--- config.mk ---
export PLATFORM = sky130hd
export DESIGN_NAME = tch_tool_change
export DESIGN_NICKNAME = d
export VERILOG_FILES = /design/src/logic/tch_pkg.sv /design/src/logic/tch_tool_change.sv
export VERILOG_INCLUDE_DIRS = /design/src /design/src/logic
export SDC_FILE = /design/constraint.sdc
export NUM_CORES = 1
export LEC_CHECK = 0
export BUFFER_PORTS_ARGS = -buffer_cell sky130_fd_sc_hd__buf_2
export CORE_ASPECT_RATIO = 0.9
export CORE_MARGIN = 4
export CORE_UTILIZATION = 32
export CTS_CLUSTER_DIAMETER = 60
export DETAILED_ROUTE_END_ITERATION = 16
export HOLD_SLACK_MARGIN = 0.15
export SYNTH_ARGS = -nofsm -noshare
export SYNTH_HDL_FRONTEND = slang
export SYNTH_SLANG_ARGS = --single-unit
--- constraint.sdc ---
create_clock -name hclk -period 3.45 [get_ports hclk]
set_input_delay 0.69 -clock hclk [delete_from_list [all_inputs] [get_ports hclk]]
set_output_delay 0.69 -clock hclk [all_outputs]
set_load 0.02 [all_outputs]
--- src/logic/tch_consts.svh ---
`ifndef TCH_CONSTS_SVH
`define TCH_CONSTS_SVH

// Register byte offsets
`define TCH_OFF_CTRL 8'h00
`define TCH_OFF_CFG 8'h04
`define TCH_OFF_OPER 8'h08
`define TCH_OFF_POS 8'h0c
`define TCH_OFF_MAGSEL 8'h10
`define TCH_OFF_TOOL 8'h14
`define TCH_OFF_STATUS 8'h18

// Control bits (write-only strobes)
`define TCH_CTRL_SELECT 0
`define TCH_CTRL_CHANGE 1

// Configuration bits
`define TCH_CFG_RANDOM 0
`define TCH_CFG_SPECIAL 1
`define TCH_CFG_MACHINING 2
`define TCH_CFG_DUAL 3
`define TCH_CFG_RST 4'h0

// Status bits and fields
`define TCH_ST_BUSY 0
`define TCH_ST_STALL 1
`define TCH_ST_DONE 2
`define TCH_ST_ERROR 3
`define TCH_ST_STEP_LSB 4
`define TCH_ST_CODE_LSB 8

// Field splits
`define TCH_POS_DROP_LSB 16
`define TCH_MAG_HALF 8

// Operation codes
`define TCH_OP_NONE 4'h0
`define TCH_OP_ORIENT 4'hb
`define TCH_OP_SPECIAL 4'hc
`define TCH_OP_DUAL_ORIENT 4'hd
`define TCH_OP_OTHER_MAG 4'he
`define TCH_OP_MAX 4'he

// Position values
`define TCH_POS_NONE 16'sh0000
`define TCH_POS_GROUND 16'shfffc

// Completion mark one-hot codes, bit order of tch_marks_t
`define TCH_MK_NONE 5'h00
`define TCH_MK_M2S 5'h01
`define TCH_MK_S2M 5'h02
`define TCH_MK_G2S 5'h04
`define TCH_MK_S2G 5'h08
`define TCH_MK_ROT 5'h10

`endif

--- src/logic/tch_pkg.sv ---
package tch_pkg;

    // Engine states, Gray along idle-first-second
    typedef enum logic [1:0] {
        TCH_ST_IDLE = 2'h0,
        TCH_ST_FIRST = 2'h1,
        TCH_ST_SECOND = 2'h3
    } tch_state_t;

    // Command presented to the PLC
    typedef struct packed {
        logic valid;
        logic [3:0] code;
        logic signed [15:0] pickup;
        logic signed [15:0] dropoff;
        logic [15:0] magsel;
    } tch_cmd_t;

    // Completion marks raised by the PLC, magazine_to_spindle_done is bit 0
    typedef struct packed {
        logic magazine_oriented_done;
        logic spindle_to_ground_done;
        logic ground_to_spindle_done;
        logic spindle_to_magazine_done;
        logic magazine_to_spindle_done;
    } tch_marks_t;

endpackage

--- src/logic/tch_tool_change.sv ---
// The AHB-Lite slave port and the address map were chosen for this implementation.
`timescale 1ns/1ps
`include "tch_consts.svh"

module tch_tool_change (
    // Clock and reset
    input wire logic hclk,
    input wire logic hresetn,
    // AHB-Lite slave
    input wire logic hsel,
    input wire logic [31:0] haddr,
    input wire logic [1:0] htrans,
    input wire logic hwrite,
    input wire logic [2:0] hsize,
    input wire logic [31:0] hwdata,
    input wire logic hready,
    output logic hreadyout,
    output logic hresp,
    output logic [31:0] hrdata,
    // PLC side
    output tch_pkg::tch_cmd_t plc_cmd,
    input wire tch_pkg::tch_marks_t plc_marks,
    // Part program flow
    output logic program_stall
);
    import tch_pkg::*;

    ////////////////////////////////////////////////////////////////////////////////
    // Functions

    // 0 zero, 1 slot, 2 ground, 3 illegal
    function automatic logic [1:0] pos_class(input logic signed [15:0] p);
        if (p == `TCH_POS_NONE)
            pos_class = 2'h0;
        else if (p == `TCH_POS_GROUND)
            pos_class = 2'h2;
        else if (p > `TCH_POS_NONE)
            pos_class = 2'h1;
        else
            pos_class = 2'h3;
    endfunction

    function automatic logic [4:0] first_mark(input logic [3:0] c);
        case (c)
            4'h1, 4'ha: first_mark = `TCH_MK_M2S;
            4'h2, 4'h5, 4'h6, 4'hc, 4'he: first_mark = `TCH_MK_S2M;
            4'h3, 4'h9: first_mark = `TCH_MK_G2S;
            4'h4, 4'h7, 4'h8: first_mark = `TCH_MK_S2G;
            4'hb, 4'hd: first_mark = `TCH_MK_ROT;
            default: first_mark = `TCH_MK_NONE;
        endcase
    endfunction

    function automatic logic [4:0] second_mark(input logic [3:0] c);
        case (c)
            4'h5, 4'h7, 4'hc, 4'he: second_mark = `TCH_MK_M2S;
            4'h6, 4'h8: second_mark = `TCH_MK_G2S;
            4'h9: second_mark = `TCH_MK_S2M;
            4'ha: second_mark = `TCH_MK_S2G;
            4'hd: second_mark = `TCH_MK_ROT;
            default: second_mark = `TCH_MK_NONE;
        endcase
    endfunction

    // Position classes each exchange code expects, {pickup, dropoff}
    function automatic logic [3:0] need_class(input logic [3:0] c);
        case (c)
            4'h1: need_class = 4'h4;
            4'h2: need_class = 4'h1;
            4'h5, 4'hc, 4'he: need_class = 4'h5;
            4'h6, 4'h9: need_class = 4'h9;
            4'h7, 4'ha: need_class = 4'h6;
            default: need_class = 4'h0;
        endcase
    endfunction

    ////////////////////////////////////////////////////////////////////////////////
    // AHB-Lite slave

    logic dph_wr_q;
    logic [7:0] dph_addr_q;
    logic [31:0] hrdata_q;
    logic [3:0] cfg_q;
    logic [3:0] oper_q;
    logic signed [15:0] pick_q;
    logic signed [15:0] drop_q;
    logic [15:0] magsel_q;
    logic [15:0] tool_q;
    logic done_q;
    logic err_q;
    tch_state_t state_q;
    tch_state_t state_d;
    tch_cmd_t cmd_q;
    tch_cmd_t cmd_d;
    logic stall_q;
    logic stall_d;
    logic [4:0] marks_prev_q;

    wire aph_go = hsel && hready && htrans[1];
    wire aph_wr = aph_go && hwrite && (hsize == 3'h2);
    wire wr_ctrl = dph_wr_q && (dph_addr_q == `TCH_OFF_CTRL);
    wire wr_cfg = dph_wr_q && (dph_addr_q == `TCH_OFF_CFG);
    wire wr_oper = dph_wr_q && (dph_addr_q == `TCH_OFF_OPER);
    wire wr_pos = dph_wr_q && (dph_addr_q == `TCH_OFF_POS);
    wire wr_magsel = dph_wr_q && (dph_addr_q == `TCH_OFF_MAGSEL);
    wire wr_tool = dph_wr_q && (dph_addr_q == `TCH_OFF_TOOL);
    wire wr_status = dph_wr_q && (dph_addr_q == `TCH_OFF_STATUS);

    wire busy = (state_q != TCH_ST_IDLE);
    wire [31:0] status_v = {20'h0, cmd_q.code, 2'h0, state_q, err_q, done_q, stall_q, busy};
    logic [31:0] rd_mux;
    always_comb
    begin
        case (haddr[7:0])
            `TCH_OFF_CFG: rd_mux = {28'h0, cfg_q};
            `TCH_OFF_OPER: rd_mux = {28'h0, oper_q};
            `TCH_OFF_POS: rd_mux = {drop_q, pick_q};
            `TCH_OFF_MAGSEL: rd_mux = {16'h0, magsel_q};
            `TCH_OFF_TOOL: rd_mux = {16'h0, tool_q};
            `TCH_OFF_STATUS: rd_mux = status_v;
            default: rd_mux = 32'h0;
        endcase
    end

    always_ff @(posedge hclk or negedge hresetn)
    begin
        if (!hresetn)
        begin
            dph_wr_q <= 1'b0;
            dph_addr_q <= 8'h00;
            hrdata_q <= 32'h0;
        end
        else if (hready)
        begin
            dph_wr_q <= aph_wr;
            dph_addr_q <= haddr[7:0];
            hrdata_q <= (aph_go && !hwrite) ? rd_mux : 32'h0;
        end
    end

    always_ff @(posedge hclk or negedge hresetn)
    begin
        if (!hresetn)
        begin
            hreadyout <= 1'b0;
            hresp <= 1'b0;
        end
        else
        begin
            hreadyout <= 1'b1;
            hresp <= 1'b0;
        end
    end
    assign hrdata = hrdata_q;

    ////////////////////////////////////////////////////////////////////////////////
    // Software registers

    always_ff @(posedge hclk or negedge hresetn)
    begin
        if (!hresetn)
        begin
            cfg_q <= `TCH_CFG_RST;
            oper_q <= `TCH_OP_NONE;
            pick_q <= `TCH_POS_NONE;
            drop_q <= `TCH_POS_NONE;
            magsel_q <= 16'h0;
            tool_q <= 16'h0;
        end
        else
        begin
            if (wr_cfg)
                cfg_q <= hwdata[3:0];
            if (wr_oper)
                oper_q <= hwdata[3:0];
            if (wr_pos)
            begin
                pick_q <= hwdata[15:0];
                drop_q <= hwdata[31:16];
            end
            if (wr_magsel)
                magsel_q <= hwdata[15:0];
            if (wr_tool)
                tool_q <= hwdata[15:0];
        end
    end

    ////////////////////////////////////////////////////////////////////////////////
    // Request checks

    wire random = cfg_q[`TCH_CFG_RANDOM];
    wire special = cfg_q[`TCH_CFG_SPECIAL];
    wire machining = cfg_q[`TCH_CFG_MACHINING];
    wire dual = cfg_q[`TCH_CFG_DUAL] && random;
    wire sel_req = wr_ctrl && hwdata[`TCH_CTRL_SELECT];
    wire chg_req = wr_ctrl && hwdata[`TCH_CTRL_CHANGE] && !sel_req;
    wire [1:0] pick_cls = pos_class(pick_q);
    wire [1:0] drop_cls = pos_class(drop_q);
    wire [3:0] cls_ok = need_class(oper_q);
    wire pos_ok = ({pick_cls, drop_cls} == cls_ok);
    wire exch_code = (oper_q <= `TCH_OP_MAX) && (oper_q != `TCH_OP_ORIENT)
        && (oper_q != `TCH_OP_DUAL_ORIENT);
    wire spec_ok = (oper_q != `TCH_OP_SPECIAL) || (random && special);
    wire mag_ok = (oper_q != `TCH_OP_OTHER_MAG)
        || (magsel_q[15:8] != magsel_q[7:0]);
    wire sel_acc = sel_req && !busy;
    wire chg_acc = chg_req && !busy && !machining && exch_code && pos_ok
        && spec_ok && mag_ok;
    wire refused = (sel_req && !sel_acc) || (chg_req && !chg_acc);

    ////////////////////////////////////////////////////////////////////////////////
    // Operation engine

    wire [4:0] marks_v = plc_marks;
    wire [4:0] rise = marks_v & ~marks_prev_q;
    wire [4:0] exp1 = first_mark(cmd_q.code);
    wire [4:0] exp2 = second_mark(cmd_q.code);
    wire hit1 = |(rise & exp1);
    wire hit2 = |(rise & exp2);
    logic fin;

    always_comb
    begin
        state_d = state_q;
        cmd_d = cmd_q;
        stall_d = stall_q;
        fin = 1'b0;
        case (state_q)
            TCH_ST_IDLE:
            begin
                if (sel_acc)
                begin
                    // Preselect: program keeps running
                    cmd_d.valid = 1'b1;
                    cmd_d.code = dual ? `TCH_OP_DUAL_ORIENT : `TCH_OP_ORIENT;
                    cmd_d.pickup = random ? tool_q : `TCH_POS_NONE;
                    cmd_d.dropoff = `TCH_POS_NONE;
                    cmd_d.magsel = dual ? magsel_q : 16'h0;
                    state_d = TCH_ST_FIRST;
                end
                else if (chg_acc && (oper_q == `TCH_OP_NONE))
                    fin = 1'b1;
                else if (chg_acc)
                begin
                    cmd_d.valid = 1'b1;
                    cmd_d.code = oper_q;
                    cmd_d.pickup = pick_q;
                    cmd_d.dropoff = drop_q;
                    cmd_d.magsel = magsel_q;
                    stall_d = 1'b1;
                    state_d = TCH_ST_FIRST;
                end
            end
            TCH_ST_FIRST:
            begin
                // Single-step codes end here
                if (hit1 && (exp2 == `TCH_MK_NONE))
                    fin = 1'b1;
                else if (hit1)
                    state_d = TCH_ST_SECOND;
            end
            TCH_ST_SECOND:
            begin
                if (hit2)
                    fin = 1'b1;
            end
            default: state_d = TCH_ST_IDLE;
        endcase
        if (fin)
        begin
            state_d = TCH_ST_IDLE;
            cmd_d.valid = 1'b0;
            stall_d = 1'b0;
        end
    end

    always_ff @(posedge hclk or negedge hresetn)
    begin
        if (!hresetn)
        begin
            state_q <= TCH_ST_IDLE;
            cmd_q <= '0;
            stall_q <= 1'b0;
            marks_prev_q <= 5'h00;
        end
        else
        begin
            state_q <= state_d;
            cmd_q <= cmd_d;
            stall_q <= stall_d;
            marks_prev_q <= marks_v;
        end
    end

    // Sticky flags: hardware set wins over a software write-one clear
    always_ff @(posedge hclk or negedge hresetn)
    begin
        if (!hresetn)
        begin
            done_q <= 1'b0;
            err_q <= 1'b0;
        end
        else
        begin
            done_q <= fin || (done_q && !(wr_status && hwdata[`TCH_ST_DONE]));
            err_q <= refused || (err_q && !(wr_status && hwdata[`TCH_ST_ERROR]));
        end
    end

    assign plc_cmd = cmd_q;
    assign program_stall = stall_q;

    ////////////////////////////////////////////////////////////////////////////////
    // Assertions

    a_select_preselect: assert property (@(posedge hclk) disable iff (!hresetn)
        sel_acc |=> plc_cmd.valid && (plc_cmd.code == `TCH_OP_ORIENT
            || plc_cmd.code == `TCH_OP_DUAL_ORIENT))
        else $error("select did not issue orientation command");

    a_select_no_stall: assert property (@(posedge hclk) disable iff (!hresetn)
        sel_acc |=> !program_stall [*2])
        else $error("tool select stalled the program");

    a_change_issue: assert property (@(posedge hclk) disable iff (!hresetn)
        chg_acc && (oper_q != `TCH_OP_NONE) |=> plc_cmd.valid
            && (plc_cmd.code == $past(oper_q)) && program_stall)
        else $error("change command not issued");

    a_stall_until_done: assert property (@(posedge hclk) disable iff (!hresetn)
        $fell(program_stall) |-> !plc_cmd.valid && $past(fin))
        else $error("stall released before exchange completed");

    a_code_range: assert property (@(posedge hclk) disable iff (!hresetn)
        plc_cmd.valid |-> (plc_cmd.code != `TCH_OP_NONE) && (plc_cmd.code <= `TCH_OP_MAX))
        else $error("command code out of range");

    a_ground_value: assert property (@(posedge hclk) disable iff (!hresetn)
        program_stall && (plc_cmd.pickup < 0) |-> plc_cmd.pickup == `TCH_POS_GROUND)
        else $error("negative position other than ground");

    a_special_gate: assert property (@(posedge hclk) disable iff (!hresetn)
        chg_acc && (oper_q == `TCH_OP_SPECIAL) |-> random && special)
        else $error("code 12 issued outside random special case");

    a_nonrandom_sel: assert property (@(posedge hclk) disable iff (!hresetn)
        sel_acc && !random |=> plc_cmd.code == `TCH_OP_ORIENT
            && plc_cmd.pickup == 16'sh0 && plc_cmd.dropoff == 16'sh0)
        else $error("non-random select not code 11 with zero positions");

    a_no_machining: assert property (@(posedge hclk) disable iff (!hresetn)
        machining |-> !chg_acc)
        else $error("exchange started while machining");

    a_order_hold: assert property (@(posedge hclk) disable iff (!hresetn)
        (state_q == TCH_ST_FIRST) && !hit1 |=> $stable(cmd_q.code) && busy)
        else $error("out-of-order mark advanced the operation");

    a_two_step_end: assert property (@(posedge hclk) disable iff (!hresetn)
        (state_q == TCH_ST_SECOND) && hit2 |=> !busy ##1 done_q || !busy)
        else $error("second mark did not end the operation");

endmodule // tch_tool_change

== Yosys cells after proc, flatten, opt, wreduce, memory -nomap -nowiden ==
Memory sizes are Yosys's and may differ from the RTL's.
Cells that the tools add are included.

* Multiply operators: 0
* Equal/unequal tests: 32
* $lt $le $gt $ge: 3
* Shifts and indexed selects: 0
* Reductions and logical operators: 64
* Div/mod/pow operators: 0
* Add/sub/neg operators: 0
* Muxes and demuxes: 33
* Bitwise operators: 4

{| class="wikitable"
|+ Operator list
! kind !! count
|-
| 53-bit two-way mux || 4
|-
| 32-bit one-hot mux with 6 select lines || 1
|-
| 8-bit by 5-bit == test with 1-bit output, second input constant || 6
|-
| 1-bit logical AND || 34
|-
| 16-bit by 3-bit == test with 1-bit output, second input constant || 2
|-
| 8-bit by 4-bit == test with 1-bit output, second input constant || 4
|-
| 16-bit by 1-bit greater-than comparator with 1-bit output, second input constant || 2
|-
| 16-bit logical NOT || 2
|-
| 16-bit two-way mux || 2
|-
| 32-bit two-way mux || 1
|-
| 2-bit two-way mux || 12
|-
| 4-bit != test, second input constant || 6
|-
| 8-bit by 3-bit == test with 1-bit output, second input constant || 2
|-
| 5-bit bitwise AND || 3
|-
| 1-bit two-way mux || 10
|-
| 5-bit OR reduction || 2
|-
| 3-bit != test, second input constant || 3
|-
| 1-bit logical NOT || 8
|-
| 8-bit logical NOT || 1
|-
| 8-bit != test || 1
|-
| 2-bit nonzero test || 4
|-
| 2-bit != test, second input constant || 3
|-
| 2-bit one-hot mux with 3 select lines || 1
|-
| 3-bit AND reduction || 2
|-
| 16 further kinds || 20
|}

* ROM bits: 224
* Latch bits: 0
* Bits in writable memories: 0
* Memories: 3
* Word-level logic and storage cells: 159
* Register bits after elaboration: 177
* Output and inout port bits: 88
* Input port bits: 79

{| class="wikitable"
|+ Memory list
! memory !! depth !! width !! read ports !! clocked after memory_dff !! write ports !! line !! source
|-
| (name not given) || 16 || 5 || 1 || 0 || 0 || tch_tool_change.sv:55 || <nowiki>case (c)</nowiki>
|-
| (name not given) || 16 || 5 || 1 || 0 || 0 || tch_tool_change.sv:44 || <nowiki>case (c)</nowiki>
|-
| (name not given) || 16 || 4 || 1 || 0 || 0 || tch_tool_change.sv:67 || <nowiki>case (c)</nowiki>
|}

== Longest topological paths before layout ==
* Depth in word-level cells: 17
* Gate-level depth with buffers: 11

== Worst setup path before layout ==
OpenSTA, ideal clock, no wires.

* Kind: register -> register
* Start: reg oper_q[0]
* End: reg cmd_q (netlist bit plc_cmd[51])
* Path buffers: 2
* Stages on the path, launching flop included: 11
* Setup slack: 847 ps
* Data arrival time: 2468 ps
* Setup time: 134 ps
* Period minus slack after synthesis: 2603 ps
* Path through: dfrtp_1 > inv_1 > ha_1 > mux4_2 > o21ai_0 > nand4b_2 > nor4_4 > buf_6 > buf_8 > mux2i_1 > nand2_1

* Cells in the longest elaborated chain, start to end: 10
* Elaborated cells between the ends (all ways): 20

{| class="wikitable"
|+ RTL lines
! element !! line !! source
|-
| start: declaration || tch_tool_change.sv:84 || <nowiki>logic [3:0] oper_q;</nowiki>
|-
| start signal: assignment || tch_tool_change.sv:164 || <nowiki>oper_q <= `TCH_OP_NONE;</nowiki>
|-
| start signal: assignment || tch_tool_change.sv:175 || <nowiki>oper_q <= hwdata[3:0];</nowiki>
|-
| parallel branches: the longest is 9 deep, another holds memory 16 x 4 bit || - ||
|-
| 3-bit AND reduction (no source line) (*) || - ||
|-
| end signal: assignment || tch_tool_change.sv:289 || <nowiki>cmd_q <= cmd_d;</nowiki>
|-
| end: declaration || tch_tool_change.sv:93 || <nowiki>tch_cmd_t cmd_q;</nowiki>
|}

Mark *: on every way between the ends.
A chain may end at the register's enable or synchronous reset.

== Worst setup path in the final report ==
* Start: reg oper_q[0]
* End: reg cmd_q (netlist bit plc_cmd[45])

The elaborated chain is that of the path after synthesis.

==> metrics list <==
- The flow ran to the end, and the final reports show no timing, DRC or antenna violations.
- Peak supply drop: 360 uV
* Gate count after technology mapping: 748
* Aggregate global-route resource usage: 0.167
* TritonCTS Sinks: 177
* Internal power consumption: 3660 uW
- After clock tree synthesis, the setup repair step added 0 buffers.
- Cell type with the highest aggregate area in the netlist: dfrtp_1
- Vertical extent of the die: 161 um
- Portion of synthesized cell area occupied by the leading cell type: 0.533
* Count of flip-flops with a built-in enable after synthesis: 0
- In this run the critical register-to-register path is launched from oper_q[0].
- Hold buffer count at cts: 0
* Slowest cell delay on critical path: 480 ps
- In this run, CTS created clock tree buffers numbering 17.
* Netlist cell types: 61
- The cell sitting at the root of the clock tree is a clkbuf_16.
* Final hold violation count: 0
- The routed layout has 6304 vias.
* DP Worst Slack: 551 ps
* Crit Reg-Reg Endpoint: plc_cmd[45]
- Remaining routing DRC violations: 0
- Post-route minimum period: 2920 ps
- No sink is reached through more buffers than the 2 on the longest clock path.
- The max-slew violation count came to 0.
- After floorplanning, the core was divided into 55 placement rows.
- Along the worst path, the maximum fanout reaches 38.
- After clock tree synthesis, the clock-pin slew on the worst setup and hold paths is 70 ps.
* Endpoint arrival time on the critical path: 3220 ps
* WL final: 24.0 mm
* Depth of the CTS H-tree: 4
- The count of nets left with antenna violations once routing finished came out at 0.
- Entering global routing, the biggest net connects 76 pins.
* Count of state elements after synthesis: 177
- Yosys printed 0 warnings.
* Synth top area cells: dfrtp_1, mux2_2, mux2i_1, a21oi_1, nand2_1
- Die ar.: 28600 sq um
* Ys flop type: dfrtp_1
- Switching part of the total: 0.231
* Global Route met3 Usage: 0.0365
* Post-route cell area: 10100 sq um
- Antenna violations before repair: 2
* Fraction of final layout cells with drive strength greater than 1: 0.317
- Count of instances resized after the clock tree is built: 0
- The finished layout holds 1239 standard cells, fillers aside.
* Setup Total Neg Slack: 0 ps
- Final worst-path setup slack: 529 ps
- Across the run, the number of max-cap violations was 0.
- Based on the critical path, the design can be clocked at up to 342 MHz.
* Worst Setup Path Type: flip-flop to flip-flop
* R2R depth: 9
* Switch Pwr: 1100 uW
* Setup repair after global routing missed its margin: no
- IO buf count: 140
- For the final database, setup skew stands at 14.9 ps.
- For met1 alone, demand over resource in global routing was 0.246.
- At the end of routability-driven placement, the weighted congestion stood at 0.842.
- Worst min-delay path category: input pin to asynchronous set/reset pin
- Vias in the first global route: 6336
* Share of total power in the clock network: 0.479
- The placed instances occupy a cell area of 9430 sq um.
- Setup violations remaining at the end of the flow were counted as 0.
* Worst-Skew Late Latency: 430 ps
- Worst Max-Slew Pin Slew: 718 ps
- The first detailed-routing pass ran for 6 iterations.
- Power Density: 470 nW/um^2
* Net Count, Synth: 835
- Vias/cell: 5.09
- Crit path required time: 3740 ps
* Commonest cells after routing, fill and taps aside: dfrtp_1, buf_2, mux2_2
- Cell area after technology mapping: 8310 sq um
- Inst Count DP: 1206
- Once detailed placement completed, the half-perimeter wirelength came to 16.8 mm.
- Of the total power, registers draw 0.464.
* Grt total ovfl: 0
- Kind of end point of the critical path: flip-flop
- Wire per inst: 19.3 um
- Avg Synthesized Cell Area: 11.1 sq um
* Static leakage: 0.00471 uW
- Cells traversed along the worst timing path: inv_1, ha_1, mux4_2, o21ai_0, nand4b_2, nor4_4, buf_12, mux2i_1, a21oi_1
* Normalized max-slew margin: 0.515
* Part of the Yosys area used for sequential elements: 0.533
* Number of design-rule violations left by the first detailed-router iteration: 417
- The worst setup path is launched from a flip-flop.
- In the global route stage, met2 resource usage came out at 0.253.
- The region available for standard cell placement spans 25300 sq um.
* # nets final: 970
- Leaving out fill and tap cells, the most frequent cell in the layout is dfrtp_1.
- Layer with the highest usage: met2
- Reg2reg setup slack: 530 ps
- Initial core utilization: 0.328
* Comb power frac: 0.057
- Ports placed on the boundary: 167
- Horiz. Die Dim: 178 um
- Global-route wire length before repair: 36.8 mm
* Portion of the clock cycle consumed by the worst path in the final layout: 0.847
- TritonCTS built the clock tree.
- The largest individual stage delay along the critical path comes from the cell mux4_2.
- Area grow syn2layout: 21.9%
- Post-synthesis async set-or-reset flop share: 1.00
## metrics by stage
step | total power (uW) | util | hold WS (ps)
after floorplan | 2360 | - | 394
after global placement | 2520 | 0.372 | 489
after detailed placement | 2520 | 0.372 | 495
after CTS | 4810 | 0.400 | 309
after global routing | 4930 | 0.400 | 332
final | 4760 | 0.400 | 285
## sequential cells by signal (all words and copies together), names as in the netlist, 5 cells and up
register,cells
dph_addr_q,8
pick_q,16
drop_q,16
plc_cmd,53
hrdata,32
tool_q,16
magsel_q,16
marks_prev_q,5
## power groups by stage
stage	clock [uW]	combinational (uW)	sequential, uW
floorplan	0	139	2220
global placement	0	269	2250
detailed placement	0	273	2250
CTS	2320	274	2210
global route	2410	302	2220
finish	2280	271	2210
## how the worst max path moves through the flow
| stage | to | depth (start not counted) | slack, ps | start |
|---|---|---|---|---|
| 2_1_floorplan | plc_cmd[51] | 10 | 850 | oper_q[0] |
| 3_3_place_gp | plc_cmd[52] | 8 | 600 | oper_q[0] |
| 3_5_place_dp | plc_cmd[33] | 9 | 550 | oper_q[0] |
| 4_1_cts | plc_cmd[45] | 9 | 530 | oper_q[0] |
| 5_1_grt | plc_cmd[52] | 8 | 300 | oper_q[0] |
| 6_report | plc_cmd[45] | 9 | 530 | oper_q[0] |
## per-layer routing
metal,up-vias,wire length (um)
met5,-,7
met2,198,10700
li1,2950,-
met3,18,1400
met4,2,251
met1,3136,11700
## layout make-up
| class | count | area, sq um |
|---|---|---|
| fill | 2531 | 15200 |
| sequential | 177 | 4430 |
| multi-input combinational | 465 | 3450 |
| timing repair buffer | 159 | 887 |
| clock buffer | 19 | 453 |
| tap | 342 | 428 |
| clock inverter | 13 | 243 |
| inverter | 63 | 236 |
| antenna | 1 | 2.50 |
## kinds of logic after synthesis
group | after synthesis | synth area share
other | 2 | 0.000904
adder cells (fa/ha/maj) | 8 | 0.0120
flip-flops | 177 | 0.533
multiplexers | 118 | 0.156
AND/OR/NAND/NOR | 164 | 0.109
buffers and inverters | 106 | 0.0547
XOR/XNOR | 10 | 0.0105
AO/OA/AOI/OAI | 163 | 0.123
## cells in the mapped netlist, drive strengths merged (3+ instances only)
| master | instances |
|---|---|
| o22ai | 16 |
| o21ai | 43 |
| xnor2 | 6 |
| mux2i | 36 |
| nor4 | 14 |
| nor3b | 4 |
| nand2 | 72 |
| mux2 | 81 |
| o211ai | 5 |
| nor2b | 5 |
| nand4b | 3 |
| xor2 | 4 |
| nand4 | 14 |
| or4 | 4 |
| inv | 63 |
| a221oi | 4 |
| nor2 | 14 |
| nand2b | 5 |
| clkbuf | 32 |
| a222oi | 15 |
| dfrtp | 177 |
| buf | 11 |
| nand3 | 4 |
| or3 | 4 |
| a2bb2oi | 3 |
| nor3 | 7 |
| ha | 8 |
| a21boi | 8 |
| a21oi | 54 |
## critical path: cells and delay by family, from the launching register on
kind	cells	cell delay (ps)
muxes	2	720
and+or+nand+nor	2	630
DFF	1	460
buffers and inverters	2	460
adders and majority gates	1	300
AOI/OAI and AO/OA	2	200
(Power assumes the default switching activity.)
